**src/shared/ascl_cfg.svh**
```systemverilog
// Purpose: Constants for the converter serial front end.
// Assumes: One system clock; serial pins sampled into it.
// Notes: Bit positions refer to the 12-bit configuration word.
`ifndef ASCL_CFG_SVH
`define ASCL_CFG_SVH
`define ASCL_CFG_WIDTH 12
`define ASCL_RESULT_WIDTH 12
`define ASCL_FRAME_CLOCKS 16
`define ASCL_WRITE_BIT 11
`define ASCL_CHAN_HIGH_BIT 7
`define ASCL_CHAN_LOW_BIT 6
`define ASCL_CFG_RESET 12'h000
`endif

```
**src/shared/ascl_pkg.sv**
```systemverilog
// Purpose: Types for the converter serial front end.
// Assumes: Constants come from the configuration header.
// Notes: None.
package ascl_pkg;
  typedef enum logic [1:0] {
    ASCL_IDLE = 2'b00,
    ASCL_SHIFT = 2'b01,
    ASCL_DONE = 2'b10
  } ascl_state_t;
endpackage

```
**src/core/ascl_serial_load.sv**
```systemverilog
// Purpose: Serial configuration load and result shift-out for a four-channel converter.
// Assumes: Serial clock and frame select come from the host and are slower than clock / 4.
// Notes: Serial pins are sampled and edges found in the system clock domain.
// What this block does
// - Holds a 12-bit configuration register, written serially, never readable.
// - Captures each configuration bit on a falling serial clock edge.
// - Configuration shifts in while previous result shifts out, same clocks.
// - Word received in a frame governs conversions from the next one on, not the current one.
// - Only the first twelve falling edges after frame start load configuration.
// - Configuration word travels most significant bit first.
// - Sampling stage returns to tracking at end of each conversion.
// - First bit one writes all twelve bits, that bit included; zero keeps register.
// - Output frame is two zeros, two channel bits, twelve result bits.
// - Each output bit after the first changes on a falling serial clock edge; frame start presents the first zero.
// - Frame select falling edge starts conversion and begins the frame.
`timescale 1ns/1ps
`default_nettype none
`include "ascl_cfg.svh"
module ascl_serial_load
  import ascl_pkg::*;
#(
  parameter int CFG_WIDTH = `ASCL_CFG_WIDTH,
  parameter int RESULT_WIDTH = `ASCL_RESULT_WIDTH,
  parameter int FRAME_CLOCKS = `ASCL_FRAME_CLOCKS
) (
  input wire logic clock,
  input wire logic rst,
  input wire logic serial_clock,
  input wire logic frame_select_n,
  input wire logic serial_in,
  output logic serial_out,
  output logic serial_out_enable_n,
  input wire logic [RESULT_WIDTH-1:0] conversion_result,
  input wire logic result_valid,
  output logic conversion_start,
  output logic track,
  output logic [CFG_WIDTH-1:0] active_config,
  output logic [1:0] channel_select
);

  logic [2:0] sclk_sync;
  logic [2:0] cs_sync;
  logic din_meta;
  logic din_sync;
  logic sclk_fall;
  logic cs_fall;
  logic cs_rise;

  ascl_state_t state;
  ascl_state_t next_state;
  logic [4:0] edge_count;
  logic [4:0] next_edge_count;
  logic [CFG_WIDTH-1:0] shift_in;
  logic [CFG_WIDTH-1:0] next_shift_in;
  logic [CFG_WIDTH-1:0] config_word;
  logic [CFG_WIDTH-1:0] next_config_word;
  logic [CFG_WIDTH-1:0] pending_config;
  logic [CFG_WIDTH-1:0] next_pending_config;
  logic pending_write;
  logic next_pending_write;
  logic [15:0] shift_out;
  logic [15:0] next_shift_out;
  logic [RESULT_WIDTH-1:0] held_result;
  logic [RESULT_WIDTH-1:0] next_held_result;
  logic [1:0] held_channel;
  logic [1:0] next_held_channel;
  logic [1:0] conv_channel;
  logic [1:0] next_conv_channel;
  logic next_serial_out;
  logic next_enable_n;
  logic next_start;
  logic next_track;

  // Two-stage synchronisers; edge detection reads only the second stage and later.
  always_ff @(posedge clock or posedge rst) begin
    if (rst) begin
      sclk_sync <= 3'h7;
      cs_sync <= 3'h7;
      din_meta <= 1'b0;
      din_sync <= 1'b0;
    end else begin
      sclk_sync <= {sclk_sync[1:0], serial_clock};
      cs_sync <= {cs_sync[1:0], frame_select_n};
      din_meta <= serial_in;
      din_sync <= din_meta;
    end
  end

  // Reports a step from high to low between two successive synchronised samples.
  function automatic logic ascl_fell(input logic older, input logic newer);
    return older & ~newer;
  endfunction

  // Reports a step from low to high between two successive synchronised samples.
  function automatic logic ascl_rose(input logic older, input logic newer);
    return ~older & newer;
  endfunction

  assign sclk_fall = ascl_fell(sclk_sync[2], sclk_sync[1]);
  assign cs_fall = ascl_fell(cs_sync[2], cs_sync[1]);
  assign cs_rise = ascl_rose(cs_sync[2], cs_sync[1]);

  // Next values for the frame sequencer, the configuration path and the output pin.
  always_comb begin
    next_state = state;
    next_edge_count = edge_count;
    next_shift_in = shift_in;
    next_config_word = config_word;
    next_pending_config = pending_config;
    next_pending_write = pending_write;
    next_shift_out = shift_out;
    next_held_result = held_result;
    next_held_channel = held_channel;
    next_conv_channel = conv_channel;
    next_serial_out = serial_out;
    next_enable_n = serial_out_enable_n;
    next_start = 1'b0;
    next_track = track;
    // End of conversion keeps the result for the next frame and loads any waiting word.
    if (result_valid) begin
      next_held_result = conversion_result;
      next_held_channel = conv_channel;
      next_track = 1'b1;
      if (pending_write) begin
        next_config_word = pending_config;
        next_pending_write = 1'b0;
      end
    end
    case (state)
      ASCL_IDLE: begin
        next_enable_n = 1'b1;
        // Frame start samples the input, picks the channel and presents the first leading zero.
        if (cs_fall) begin
          next_state = ASCL_SHIFT;
          next_edge_count = 5'h00;
          next_start = 1'b1;
          next_track = 1'b0;
          next_conv_channel = config_word[`ASCL_CHAN_HIGH_BIT:`ASCL_CHAN_LOW_BIT];
          next_shift_out = {2'b00, held_channel, held_result};
          next_serial_out = 1'b0;
          next_enable_n = 1'b0;
        end
      end
      ASCL_SHIFT: begin
        if (cs_rise) begin
          next_state = ASCL_IDLE;
          next_enable_n = 1'b1;
        end else if (sclk_fall) begin
          next_edge_count = edge_count + 5'h01;
          next_shift_out = {shift_out[14:0], 1'b0};
          next_serial_out = shift_out[14];
          // Edges after the twelfth leave the received word alone.
          if (edge_count < 5'(CFG_WIDTH)) begin
            next_shift_in = {shift_in[CFG_WIDTH-2:0], din_sync};
          end
          if (edge_count == 5'(CFG_WIDTH - 1)) begin
            // The first bit received lands in the top position.
            if (shift_in[CFG_WIDTH-2]) begin
              next_pending_config = {shift_in[CFG_WIDTH-2:0], din_sync};
              next_pending_write = 1'b1;
            end
          end
          if (edge_count == 5'(FRAME_CLOCKS - 1)) begin
            next_state = ASCL_DONE;
          end
        end
      end
      ASCL_DONE: begin
        if (cs_rise) begin
          next_state = ASCL_IDLE;
          next_enable_n = 1'b1;
        end
      end
      default: begin
        next_state = ASCL_IDLE;
      end
    endcase
  end

  // Registers only; reset leaves the output released and the sampling stage tracking.
  always_ff @(posedge clock or posedge rst) begin
    if (rst) begin
      state <= ASCL_IDLE;
      edge_count <= 5'h00;
      shift_in <= {CFG_WIDTH{1'b0}};
      config_word <= CFG_WIDTH'(`ASCL_CFG_RESET);
      pending_config <= CFG_WIDTH'(`ASCL_CFG_RESET);
      pending_write <= 1'b0;
      shift_out <= 16'h0000;
      held_result <= {RESULT_WIDTH{1'b0}};
      held_channel <= 2'h0;
      conv_channel <= 2'h0;
      serial_out <= 1'b0;
      serial_out_enable_n <= 1'b1;
      conversion_start <= 1'b0;
      track <= 1'b1;
    end else begin
      state <= next_state;
      edge_count <= next_edge_count;
      shift_in <= next_shift_in;
      config_word <= next_config_word;
      pending_config <= next_pending_config;
      pending_write <= next_pending_write;
      shift_out <= next_shift_out;
      held_result <= next_held_result;
      held_channel <= next_held_channel;
      conv_channel <= next_conv_channel;
      serial_out <= next_serial_out;
      serial_out_enable_n <= next_enable_n;
      conversion_start <= next_start;
      track <= next_track;
    end
  end

  // The configuration register reaches only the converter core, never the serial output.
  assign active_config = config_word;
  assign channel_select = conv_channel;

endmodule
`default_nettype wire

```
**config.mk**
```make
export PLATFORM = sky130hd
export DESIGN_NAME = ascl_serial_load
export DESIGN_NICKNAME = d
export VERILOG_FILES = /design/src/shared/ascl_pkg.sv /design/src/core/ascl_serial_load.sv
export VERILOG_INCLUDE_DIRS = /design/src /design/src/shared
export SDC_FILE = /design/constraint.sdc
export NUM_CORES = 1
export LEC_CHECK = 0
export BUFFER_PORTS_ARGS = -buffer_cell sky130_fd_sc_hd__buf_2
export CORE_MARGIN = 2
export CORE_UTILIZATION = 40
export DETAILED_ROUTE_END_ITERATION = 12
export PLACE_DENSITY = 0.54
export SETUP_SLACK_MARGIN = 0.2
export SLEW_MARGIN = 20
export SYNTH_ARGS = -nofsm -noshare
export SYNTH_HDL_FRONTEND = slang
export SYNTH_SLANG_ARGS = --single-unit
```
**constraint.sdc**
```tcl
create_clock -name clock -period 3.6 [get_ports clock]
set_input_delay 0.72 -clock clock [delete_from_list [all_inputs] [get_ports clock]]
set_output_delay 0.72 -clock clock [all_outputs]
set_load 0.03 [all_outputs]
```
**Word-level counts from Yosys, hierarchy flattened**

Index checks and enable logic that the tools add are counted.

- Logic and storage cells: 81
- Latch bits: 0
- Memory bits (read-only): 0
- Memory bits (writable): 0
- Bits in registers: 86
- Memories: 0

- $add $sub $neg: 1
- Bitwise operators: 7
- Divide/modulo/power cells: 0
- Shifts and indexed selects: 0
- Magnitude comparators: 1
- Reduce and logical (&&, ||, !) cells: 11
- Muxes and demuxes: 32
- Equal/unequal tests: 11
- $mul: 0

Operators with widths:

| operator | count |
|---|---|
| two-way mux 15 bit | 3 |
| one-hot mux 15 bit (2 select lines) | 1 |
| two-way mux 1 bit | 16 |
| two-way mux 5 bit | 3 |
| AND reduction 4 bit | 3 |
| equality test 5 x 4 -> 1 bit (second input constant) | 2 |
| two-way mux 2 bit | 5 |
| one-hot mux 5 bit (2 select lines) | 1 |
| != test 2 bit (second input constant) | 4 |
| != test 3 bit (second input constant) | 2 |
| one-hot mux 2 bit (3 select lines) | 1 |
| AND reduction 2 bit | 3 |
| adder 5 x 1 -> 5 bit (second input constant) | 1 |
| < comparator 5 x 4 -> 1 bit (second input constant) | 1 |
| AND reduction 5 bit | 1 |
| NOT 1 bit | 4 |
| one-hot mux 1 bit (2 select lines) | 2 |
| nonzero test 2 bit | 2 |
| AND 1 bit | 3 |
| equality test 2 x 1 -> 1 bit (second input constant) | 1 |
| equality test 2 bit (second input constant) | 1 |
| logical NOT 2 bit | 1 |
| != test 2 x 1 -> 1 bit (second input constant) | 1 |
| OR reduction 2 bit | 1 |

**Longest topological paths before layout**

Gate-level depths: netlist (run 1).

- Depth after elaboration: 6
- Depth in mapped cells: 8

**Worst setup path after synthesis (run 1)**

Ideal clock, no wire load.

- Kind: register -> register
- Start point: register state[1]
- End point: register pending_config[0]
- Setup slack: 1.743 ns
- Required time: 3.475 ns
- Stages on the path, launching flop included: 7
- Data arrival time: 1.732 ns
- Cells stage by stage: dfrtp_1 > inv_1 > ha_1 > nand3b_2 > nor4_4 > buf_6 > mux2_2

- Longest elaborated chain between the ends: 2

Ends and longest elaborated chain:

| item | line | text |
|---|---|---|
| start: declaration | ascl_serial_load.sv:49 | `ascl_state_t state;` |
| start signal: assignment | ascl_serial_load.sv:198 | `state <= next_state;` |
| equality test 2 x 1 -> 1 bit | ascl_serial_load.sv:129 | `case (state)` |
| AND reduction 5 bit (no line) | n/a |  |
| end signal: assignment | ascl_serial_load.sv:187 | `` pending_config <= CFG_WIDTH'(`ASCL_CFG_RESET); `` |
| end signal: assignment | ascl_serial_load.sv:202 | `pending_config <= next_pending_config;` |
| end: declaration | ascl_serial_load.sv:57 | `logic [CFG_WIDTH-1:0] pending_config;` |

No other way between the ends.
A chain may end at the register's enable or synchronous reset.

**Worst setup path after layout (run 1)**

- Start point: register state[1]
- End point: register shift_out[7]

- Longest elaborated chain between the ends: 3
- Elaborated cells on any way between the ends: 8

Ends and longest elaborated chain:

| item | line | text |
|---|---|---|
| equality test 2 x 1 -> 1 bit or logical NOT 2 bit (tied branches) | ascl_serial_load.sv:129 |  |
| != test 2 bit (no line) or nonzero test 2 bit (tied branches) | n/a |  |
| AND reduction 4 bit (no line) | n/a |  |
| end signal: assignment | ascl_serial_load.sv:204 | `shift_out <= next_shift_out;` |
| end: declaration | ascl_serial_load.sv:61 | `logic [15:0] shift_out;` |

Several ways; a longest one is shown, not always the timed one.

==> results of run 1 <==
==> report_power, final <==
group	leakage, nW	switching, mW	total, mW	internal, mW
combinational	0.783	0.252	0.565	0.313
sequential	1.11	0.0923	1.22	1.13
clock	0.120	0.362	0.784	0.422
==> path summary, 6_finish.rpt <==
path                                from          endpoint  slack [ps]  cells past startpoint
worst max-delay path            state[1]      shift_out[7]        1310                      6
worst min-delay path            din_meta          din_sync         360                      0
worst max register to register  state[1]      shift_out[7]        1310                      6
worst min register to register  din_meta          din_sync         360                      0
max in group asynchronous            rst      sclk_sync[1]        2390                      3
min in group asynchronous            rst  active_config[0]         450                      2
==> metal layers <==
layer  up-vias  GRT usage (%)
met2        31           20.3
li1        925              -
met5         -              0
met1       992           17.4
met4         0           4.11
met3         7           4.96
==> through the flow <==
step | total power, mW | hold slack [ps] | area (um2)
6_report | 2.57 | 356 | 4130
5_1_grt | 2.73 | 363 | 4130
4_1_cts | 2.61 | 360 | 4130
3_5_place_dp | 1.81 | 336 | 3890
3_3_place_gp | 1.80 | 334 | 3890
2_1_floorplan | 1.70 | 331 | 3600
==> cell families (layout without fill, tap and decap cells) <==
family	count (synthesis)	in the layout	synth area share (%)
adder cells (fa/ha/maj)	5	5	1.74
buffers and inverters	18	63	2.53
multiplexers	81	81	25.7
AND/OR/NAND/NOR	29	29	5.31
AO/OA/AOI/OAI	20	20	4.79
flip-flops	86	86	60.0
==> synth_stat cells (2+ instances only) <==
library cell   n  area [um2]
nand2b_1       3        18.8
mux2_2        75         845
and3_1         2        12.5
a22o_1         4        35.0
buf_6          2        22.5
nor2b_1        2        12.5
clkbuf_1       2        7.51
o21ai_0        4        20.0
dfstp_2        8         210
dfrtp_1       78        1950
mux2i_1        2        20.0
buf_2          4        20.0
nor2_1         9        33.8
mux2_4         4        60.1
inv_1          9        33.8
nand2_1        3        11.3
a21oi_1        2        10.0
ha_1           5        62.6
==> cell type report <==
cell class                      instances  area [um2]  area share, %
Clock inverter                          6        97.6           2.36
Tap cell                              108         135           3.27
Clock buffer                           10         138           3.33
Multi-Input combinational cell        135        1350           32.7
Inverter                                9        35.0          0.848
Timing Repair Buffer                   38         210           5.09
Sequential cell                        86        2160           52.4
==> registers in the layout, indices dropped and copies added (netlist names), 2 cells and up <==
name	cells
shift_out	15
active_config	12
held_result	12
pending_config	12
shift_in	11
edge_count	5
cs_sync	3
sclk_sync	3
channel_select	2
held_channel	2
state	2
==> summary.txt, run 1 <==
Run status
  – Outcome: complete, no violations

Timing
  – Post-layout min period: 2290 ps
  – Final clock skew: 13.2 ps
  – Final period utilization: 63.5%
  – Max Clock Freq: 437 MHz
  – Final setup vio count: 0
  – RSZ-0062 raised after global routing: false
  – Slew @ Worst Pin: 838 ps
  – Count of pins over their slew limit: 0
  – PnR worst setup slack: 1310 ps
  – Final Hold Viols: 0
  – Slew HR: 43.4%
  – Setup_tns: 0 ps

Placed design
  – Port buffer count: 35
  – GP Congestion: 0.809
  – Pre-CTS setup slack: 1320 ps
  – Cells after DPL: 376
  – HPWL after detailed placement: 3850 um

Synth
  – Mapped Cells: 239
  – Synth cell types: 39
  – Synth Area per Inst: 15.1 um2
  – Post-Syn Nets: 262
  – Synth warn: 0
  – Synth async-reset ratio: 100%
  – Post-synthesis sequential area ratio: 60.0%
  – Syn Std Cell Area: 3600 um2
  – Top_reg_cell synth: dfrtp_1
  – Number of synthesized flops with an enable pin: 0
  – Synth Register Bits: 86

Clock network
  – Setup repair bufs after CTS: 0
  – Cts bufs inserted: 9
  – Hold buffer count at CTS: 0
  – CTS tree: done
  – Resized Gates After CTS: 0
  – Clk sink count: 86
  – Root buf cell: clkbuf_8
  – Reg clk slew, reported paths: 90 ps
  – H-tree depth: 3
  – Clock buffer depth: 2
  – Worst skew pair latency: 350 ps

Global route
  – Global-route total usage across every layer: 13.2%
  – First-pass GRT wire length: 10100 um
  – Vias in the first global route: 2019
  – Congestion Overflow GR: 0
  – Largest net degree at the start of global routing: 46
  – Initial antenna violation count: 0

Critical path
  – Critical path class: reg2reg
  – Max Fanout on Critical Path: 19
  – Worst path bufs/invs: 1
  – Critical Path RT: 3840 ps
  – Largest stage delay on the critical path: 470 ps
  – CP max stage cell: nor2_4
  – Crit end category: flip-flop
  – Worst Path Arrival: 2530 ps
  – CP top delay family: multiplexers
  – Crit-path cells: inv_1, ha_1, mux2i_1, a211oi_2, nor2_4, mux2_2
  – Startpoint Class: flip-flop

Routing
  – Wire length on met3: 279 um
  – Drt first pass iters: 4
  – Routed Antenna Nets: 0
  – Routed WL per cell: 14.8 um
  – DR WL met2: 2730 um
  – Top sig layer: met4
  – Number of DRC markers in iteration 0: 64
  – Vias: 1955
  – Vias per inst: 4.99
  – DRT Wirelength: 5810 um
  – Met1 WL: 2720 um
  – Residual DRC: 0

Pwr
  – Leak: 2.01 nW
  – Worst vdd ir: 0.237 mV
  – PD cells: 622 nW/um2

Layout
  – Fill count: 794
  – Most common cell after layout, fill and taps aside: dfrtp_1
  – Util after Layout: 47.3%
  – Commonest cells after routing, fill and taps aside: dfrtp_1, mux2_2, buf_2, clkbuf_8, nor2_1
  – # diodes: 0
  – Fin cells: 392
  – Layout cells sized above 1: 53.2%
  – Nets: 302
  – Area Growth Syn to Fin: 14.5%

Floorplan
  – # IOs: 36
  – Initial Utilization: 41.3%
  – Die height: 98.9 um
  – CORE AREA: 8720 um2
  – Die area: 9790 um2
  – Die width: 98.9 um
  – # rows: 34

Job
  – Max-Cap Viols: 0

Worst hold path
  – Hold Path Class: reg2reg
Power figures use the tool's default switching activity.
==> run 2, diff against run 1 <==
--- a/config.mk
+++ b/config.mk
@@ -10,7 +10,7 @@
 export CORE_MARGIN = 2
 export CORE_UTILIZATION = 40
 export DETAILED_ROUTE_END_ITERATION = 12
-export PLACE_DENSITY = 0.54
+export PLACE_DENSITY = 0.56
 export SETUP_SLACK_MARGIN = 0.2
 export SLEW_MARGIN = 20
 export SYNTH_ARGS = -nofsm -noshare
==> constraint.sdc (replaced) <==
create_clock -name clock -period 1.9 [get_ports clock]
set_input_delay 0.38 -clock clock [delete_from_list [all_inputs] [get_ports clock]]
set_output_delay 0.38 -clock clock [all_outputs]
set_load 0.03 [all_outputs]
==> run 2 against run 1 <==
Effect of this change: total power up 98%; fmax up 27%; final area up 7.5%; wire length up 8.2%; clock power up 77%; worst hold slack worse by 240 ps; sequential power up 91%; utilization up 3.5 points; critical path depth unchanged; die area unchanged; combinational power up 140%; critical path type unchanged; largest cell class unchanged.
==> summary.txt, run 2 (synthesis results as in run 1) <==
Layout
  – Multi-input gate area: 1470 um2 (was 1350 um2)
  – # diodes: 0 (unchanged)
  – Layout cells sized above 1: 58.3% (was 53.2%)
  – Area Growth Syn to Fin: 23.1% (was 14.5%)
  – Fin cells: 410 (was 392)
  – Register Area: 2160 um2 (about the same)
  – Number of flip-flops in the largest register: 15 (unchanged)
  – Fill count: 770 (was 794)
  – Util after Layout: 50.9% (was 47.3%)
  – Register bank with the most flops: shift_out (unchanged)
  – Most common cell after layout, fill and taps aside: dfrtp_1 (unchanged)
  – Nets: 321 (was 302)
  – Commonest cells after routing, fill and taps aside: dfrtp_1, mux2_2, buf_2, mux2_4, buf_4 (was dfrtp_1, mux2_2, buf_2, clkbuf_8, nor2_1)

Timing
  – Max Clock Freq: 553 MHz (was 437 MHz)
  – PnR worst setup slack: 92.7 ps (was 1310 ps)
  – Slew @ Worst Pin: 441 ps (was 838 ps)
  – Post-layout min period: 1810 ps (was 2290 ps)
  – Final Hold Viols: 0 (unchanged)
  – RSZ-0062 raised after global routing: true (was false)
  – Count of pins over their slew limit: 0 (unchanged)
  – Setup_tns: 0 ps (unchanged)
  – Final period utilization: 95.1% (was 63.5%)
  – Final clock skew: 7.69 ps (was 13.2 ps)
  – Final setup vio count: 0 (unchanged)
  – Slew HR: 70.5% (was 43.4%)

Global route
  – Grt peak-use layer: met2 (unchanged)
  – Largest net degree at the start of global routing: 51 (was 46)
  – Congestion Overflow GR: 0 (unchanged)
  – Vias in the first global route: 2120 (was 2019)
  – Global-route total usage across every layer: 14.0% (was 13.2%)
  – Met2 Use GR: 20.6% (was 20.3%)
  – First-pass GRT wire length: 10800 um (was 10100 um)
  – Initial antenna violation count: 0 (unchanged)
  – GR Util met3: 5.25% (was 4.96%)
  – Routing usage on met1: 18.9% (was 17.4%)

Routing
  – Vias: 2086 (was 1955)
  – Residual DRC: 0 (unchanged)
  – Drt first pass iters: 4 (unchanged)
  – Routed Antenna Nets: 0 (unchanged)
  – Vias per inst: 5.09 (was 4.99)
  – Routed WL per cell: 15.3 um (was 14.8 um)
  – Number of DRC markers in iteration 0: 90 (was 64)
  – DRT Wirelength: 6290 um (was 5810 um)

Run status
  – Outcome: complete, no violations (unchanged)

Floorplan
  – Die width: 98.9 um (unchanged)
  – CORE AREA: 8720 um2 (unchanged)
  – Die height: 98.9 um (unchanged)
  – Die area: 9790 um2 (unchanged)
  – # IOs: 36 (unchanged)
  – Initial Utilization: 41.3% (unchanged)
  – # rows: 34 (unchanged)

Clock network
  – Clk sink count: 86 (unchanged)
  – Clock buffer depth: 2 (unchanged)
  – Root buf cell: clkbuf_8 (unchanged)
  – CTS tree: done (unchanged)
  – Cts bufs inserted: 9 (unchanged)
  – Reg clk slew, reported paths: 90 ps (about the same)
  – Worst skew pair latency: 350 ps (about the same)
  – H-tree depth: 3 (unchanged)

Critical path
  – CP Depth: 6 (unchanged)
  – Max Fanout on Critical Path: 11 (was 19)
  – Crit-path cells: inv_2, ha_4, nand3b_4, a2111oi_4, buf_12, mux2_2 (was inv_1, ha_1, mux2i_1, a211oi_2, nor2_4, mux2_2)
  – CP max stage cell: dfrtp_1 (was nor2_4)
  – Startpoint Class: flip-flop (unchanged)
  – Critical Path RT: 2140 ps (was 3840 ps)
  – Critical path class: reg2reg (unchanged)
  – Crit end category: flip-flop (unchanged)
  – CP top delay family: flip-flops (was multiplexers)
  – Worst path bufs/invs: 2 (was 1)
  – Largest stage delay on the critical path: 410 ps (was 470 ps)
  – Worst Path Arrival: 2050 ps (was 2530 ps)
  – Worst Reg-to-Reg Cells: 6 (unchanged)

Pwr
  – Leak: 2.12 nW (was 2.01 nW)
  – Sw frac: 27.5% (about the same)
  – Gate power share: 27.0% (was 22.0%)
  – Worst vdd ir: 0.507 mV (was 0.237 mV)
  – Pint: 3.69 mW (was 1.86 mW)
  – Clock power frac: 27.3% (was 30.5%)
  – Reg power frac: 45.8% (was 47.5%)
  – PD cells: 1150 nW/um2 (was 622 nW/um2)
  – Sw Pwr: 1.40 mW (was 0.707 mW)

Placed design
  – Cells after DPL: 388 (was 376)
  – Pre-CTS setup slack: 69.7 ps (was 1320 ps)
  – Port buffer count: 35 (unchanged)
  – GP Congestion: 0.738 (was 0.809)
  – HPWL after detailed placement: 4160 um (was 3850 um)

Worst hold path
  – Hold Path Class: in2reg (was reg2reg)
  – Hold path cells: 1 (was 0)

Job
  – Max-Cap Viols: 0 (unchanged)
-- run 2: cell types whose count changed in the layout (fill, tap and decap cells not counted), moves of 2 or more --
cell and change:
buf_12 +3, buf_4 +11, buf_6 +3, clkinvlp_4 +3, ha_1 -3, ha_4 +3
inv_1 -2, inv_2 +2, inv_6 -2, mux2_2 -11, mux2_4 +11
-- run 2: layout make-up --
type	instances	area share (%)
Sequential cell	86	48.8
Multi-Input combinational cell	135	33.1
Timing Repair Buffer	57	9.50
Tap cell	108	3.05
Clock buffer	10	2.88
Clock inverter	5	1.89
Inverter	9	0.846
-- run 2: timing repair --
action / in CTS / in global routing
hold endpoints to repair: 8 / 0
hold buffers: 1 / 0
cloned: 0 / 1
gates resized for setup: 11 / 9
buffers inserted: 3 / 2
pin swaps: 5 / 3
endpoints found under the setup margin: 46 / 47
-- run 2: worst paths after layout --
kind	startpoint	slack (ps)	endpoint
worst min register to register	din_meta	350	din_sync
worst max register to register	state[1]	90	shift_in[1]
worst min-delay path	serial_clock	120	sclk_sync[0]
max in group asynchronous	rst	860	shift_out[12]
min in group asynchronous	rst	520	active_config[9]
worst max-delay path	state[1]	90	shift_in[1]
-- run 2: metrics by stage --
step                power, mW  instance area [um2]  hold WS [ps]
global placement         3.54                 4080           333
floorplan                3.25                 3660           331
detailed placement       3.58                 4080           335
CTS                      5.02                 4360           104
global route             5.40                 4440          90.0
finish                   5.09                 4440           120
-- run 2: routing by layer --
metal,part of all wire [%],routed length [um]
met3,5.1,318
met4,1.7,108
met2,45,2860
met5,0,0
met1,48,3000
-- run 2: power by group through the flow --
stage               clock network [mW]  logic (mW)  registers, mW
floorplan                            0       0.922           2.33
global placement                     0        1.18           2.35
detailed placement                   0        1.22           2.36
CTS                               1.44        1.26           2.32
global route                      1.53        1.50           2.37
finish                            1.39        1.37           2.33
==> run 3, diff against run 2 <==
--- a/config.mk
+++ b/config.mk
@@ -11,7 +11,6 @@
 export CORE_UTILIZATION = 40
 export DETAILED_ROUTE_END_ITERATION = 12
 export PLACE_DENSITY = 0.56
-export SETUP_SLACK_MARGIN = 0.2
 export SLEW_MARGIN = 20
 export SYNTH_ARGS = -nofsm -noshare
 export SYNTH_HDL_FRONTEND = slang
==> run 3 against run 2 <==
Effect of this change: sequential power about the same; final area down 1.7%; fmax down 4.1%; sequential cell count unchanged; critical path depth up 2; global-route usage down 0.56 points; utilization down 0.89 points; count of clock-buffer cells in the layout up 2; highest routed layer unchanged.
==> summary.txt, run 3 (synthesis results as in run 1) <==
Routing
  – Routed WL per cell: 14.7 um (was 15.3 um)
  – Number of DRC markers in iteration 0: 44 (was 90)
  – Residual DRC: 0 (unchanged)
  – Vias: 2043 (was 2086)
  – Drt first pass iters: 4 (unchanged)
  – DRT Wirelength: 6070 um (was 6290 um)
  – Vias per inst: 4.95 (was 5.09)
  – Routed Antenna Nets: 0 (unchanged)

Critical path
  – Critical path class: reg2reg (unchanged)
  – CP max stage cell: dfrtp_2 (was dfrtp_1)
  – Largest stage delay on the critical path: 430 ps (was 410 ps)
  – Crit end category: flip-flop (unchanged)
  – Max Fanout on Critical Path: 15 (was 11)
  – Crit-path cells: inv_2, ha_2, mux2i_2, a211oi_2, nor2_4, buf_12, buf_6, mux2_2 (was inv_2, ha_4, nand3b_4, a2111oi_4, buf_12, mux2_2)
  – Startpoint Class: flip-flop (unchanged)
  – Critical Path RT: 2130 ps (was 2140 ps)
  – Worst Path Arrival: 2110 ps (was 2050 ps)

Clock network
  – Clk sink count: 86 (unchanged)
  – Worst skew pair latency: 350 ps (about the same)
  – Reg clk slew, reported paths: 90 ps (about the same)
  – H-tree depth: 3 (unchanged)
  – Hold buffer count at CTS: 0 (was 1)
  – Clock buffer depth: 2 (unchanged)
  – Root buf cell: clkbuf_8 (unchanged)
  – CTS tree: done (unchanged)
  – Cts bufs inserted: 9 (unchanged)

Placed design
  – GP Congestion: 0.772 (was 0.738)
  – Port buffer count: 35 (unchanged)
  – Pre-CTS setup slack: -39.4 ps (was 69.7 ps)
  – HPWL after detailed placement: 4250 um (was 4160 um)
  – Cells after DPL: 396 (was 388)

Layout
  – Register bank with the most flops: shift_out (unchanged)
  – Fill count: 771 (was 770)
  – # diodes: 0 (unchanged)
  – Number of flip-flops in the largest register: 15 (unchanged)
  – Most common cell after layout, fill and taps aside: dfrtp_1 (unchanged)
  – Nets: 323 (was 321)
  – Register Area: 2160 um2 (unchanged)
  – Util after Layout: 50.0% (was 50.9%)
  – Fin cells: 413 (was 410)
  – Multi-input gate area: 1380 um2 (was 1470 um2)
  – Layout cells sized above 1: 58.0% (was 58.3%)
  – Commonest cells after routing, fill and taps aside: dfrtp_1, mux2_2, buf_2, buf_4, clkbuf_8 (was dfrtp_1, mux2_2, buf_2, mux2_4, buf_4)
  – Area Growth Syn to Fin: 20.9% (was 23.1%)

Pwr
  – Worst vdd ir: 0.504 mV (was 0.507 mV)
  – Leak: 2.12 nW (about the same)
  – PD cells: 1140 nW/um2 (was 1150 nW/um2)
  – Power Total: 4.96 mW (was 5.09 mW)

Floorplan
  – CORE AREA: 8720 um2 (unchanged)
  – Die height: 98.9 um (unchanged)
  – Die width: 98.9 um (unchanged)
  – # rows: 34 (unchanged)
  – Initial Utilization: 41.3% (unchanged)
  – # IOs: 36 (unchanged)
  – Die area: 9790 um2 (unchanged)

Run status
  – Outcome: complete, no violations (unchanged)

Timing
  – Hold WS: 76.7 ps (was 120 ps)
  – RSZ-0062 raised after global routing: true (unchanged)
  – Final period utilization: 99.1% (was 95.1%)
  – PnR worst setup slack: 16.3 ps (was 92.7 ps)
  – Slew HR: 64.2% (was 70.5%)
  – Max Clock Freq: 531 MHz (was 553 MHz)
  – Slew @ Worst Pin: 536 ps (was 441 ps)
  – Count of pins over their slew limit: 0 (unchanged)
  – Final clock skew: 12.3 ps (was 7.69 ps)
  – Post-layout min period: 1880 ps (was 1810 ps)
  – Final setup vio count: 0 (unchanged)
  – Final Hold Viols: 0 (unchanged)

Global route
  – First-pass GRT wire length: 10500 um (was 10800 um)
  – Global-route total usage across every layer: 13.5% (was 14.0%)
  – Initial antenna violation count: 0 (unchanged)
  – Vias in the first global route: 2160 (was 2120)
  – Largest net degree at the start of global routing: 31 (was 51)
  – Congestion Overflow GR: 0 (unchanged)

Worst hold path
  – Hold Path Class: in2async (was in2reg)

Job
  – Max-Cap Viols: 0 (unchanged)
## run 3: changes by cell type in the layout (fill, tap and decap cells not counted), sizes merged
| cell | previous run | this run |
|---|---|---|
| buf | 55 | 59 |
| clkbuf | 11 | 12 |
| dlygate4sd3 | 1 | 0 |
| bufinv | 2 | 1 |
## run 3: worst max-delay path, delay by kind of cell (launching register included)
kind                     cells  cell delay (ps)
multiplexers                 2              420
AO/OA/AOI/OAI                1              330
flip-flops                   1              430
buffers and inverters        3              330
AND/OR/NAND/NOR              1               60
adder cells (fa/ha/maj)      1              190
## run 3: report_power, final
group | switching (mW) | internal [mW]
registers | 0.176 | 2.14
logic | 0.533 | 0.788
clock network | 0.642 | 0.685
## run 3: cell type report
cell class / instances / area share (%)
sequential: 86 / 49.6
multi-input combinational: 135 / 31.7
timing repair buffer: 59 / 9.96
clock buffer: 12 / 3.56
tap: 108 / 3.10
clock inverter: 4 / 1.23
inverter: 9 / 0.861
## run 3: final timing paths
check                        startpoint            end  slack (ps)  cells past startpoint
max                            state[0]  edge_count[0]          20                      8
min                                 rst       state[0]          80                      2
max reg2reg                    state[0]  edge_count[0]          20                      8
min reg2reg                    din_meta       din_sync         360                      0
max in group asynchronous           rst          track        1280                      3
min in group clock         serial_clock   sclk_sync[0]         130                      1
## run 3: what timing repair did
action                                 CTS  global route
gates resized for setup                  2             9
setup endpoints to repair               26            30
endpoints found under the hold margin    0             0
setup buffers                            0             2
pin swaps                                1             1
## run 3: stage by stage
| stage | setup TNS, ps | area, um2 |
|---|---|---|
| final | 0 | 4360 |
| after detailed placement | -693 | 4110 |
| after global placement | -72.4 | 4110 |
| after global routing | -142 | 4360 |
| after CTS | 0 | 4330 |
| after floorplan | 0 | 3610 |
## run 3: routing by layer
layer	GRT usage, %	part of all wire [%]	vias up
li1	-	-	974
met1	17.9	47	1040
met2	21.2	49	25
met3	3.83	3.4	4
met4	4.74	0.89	0
met5	0	0	-
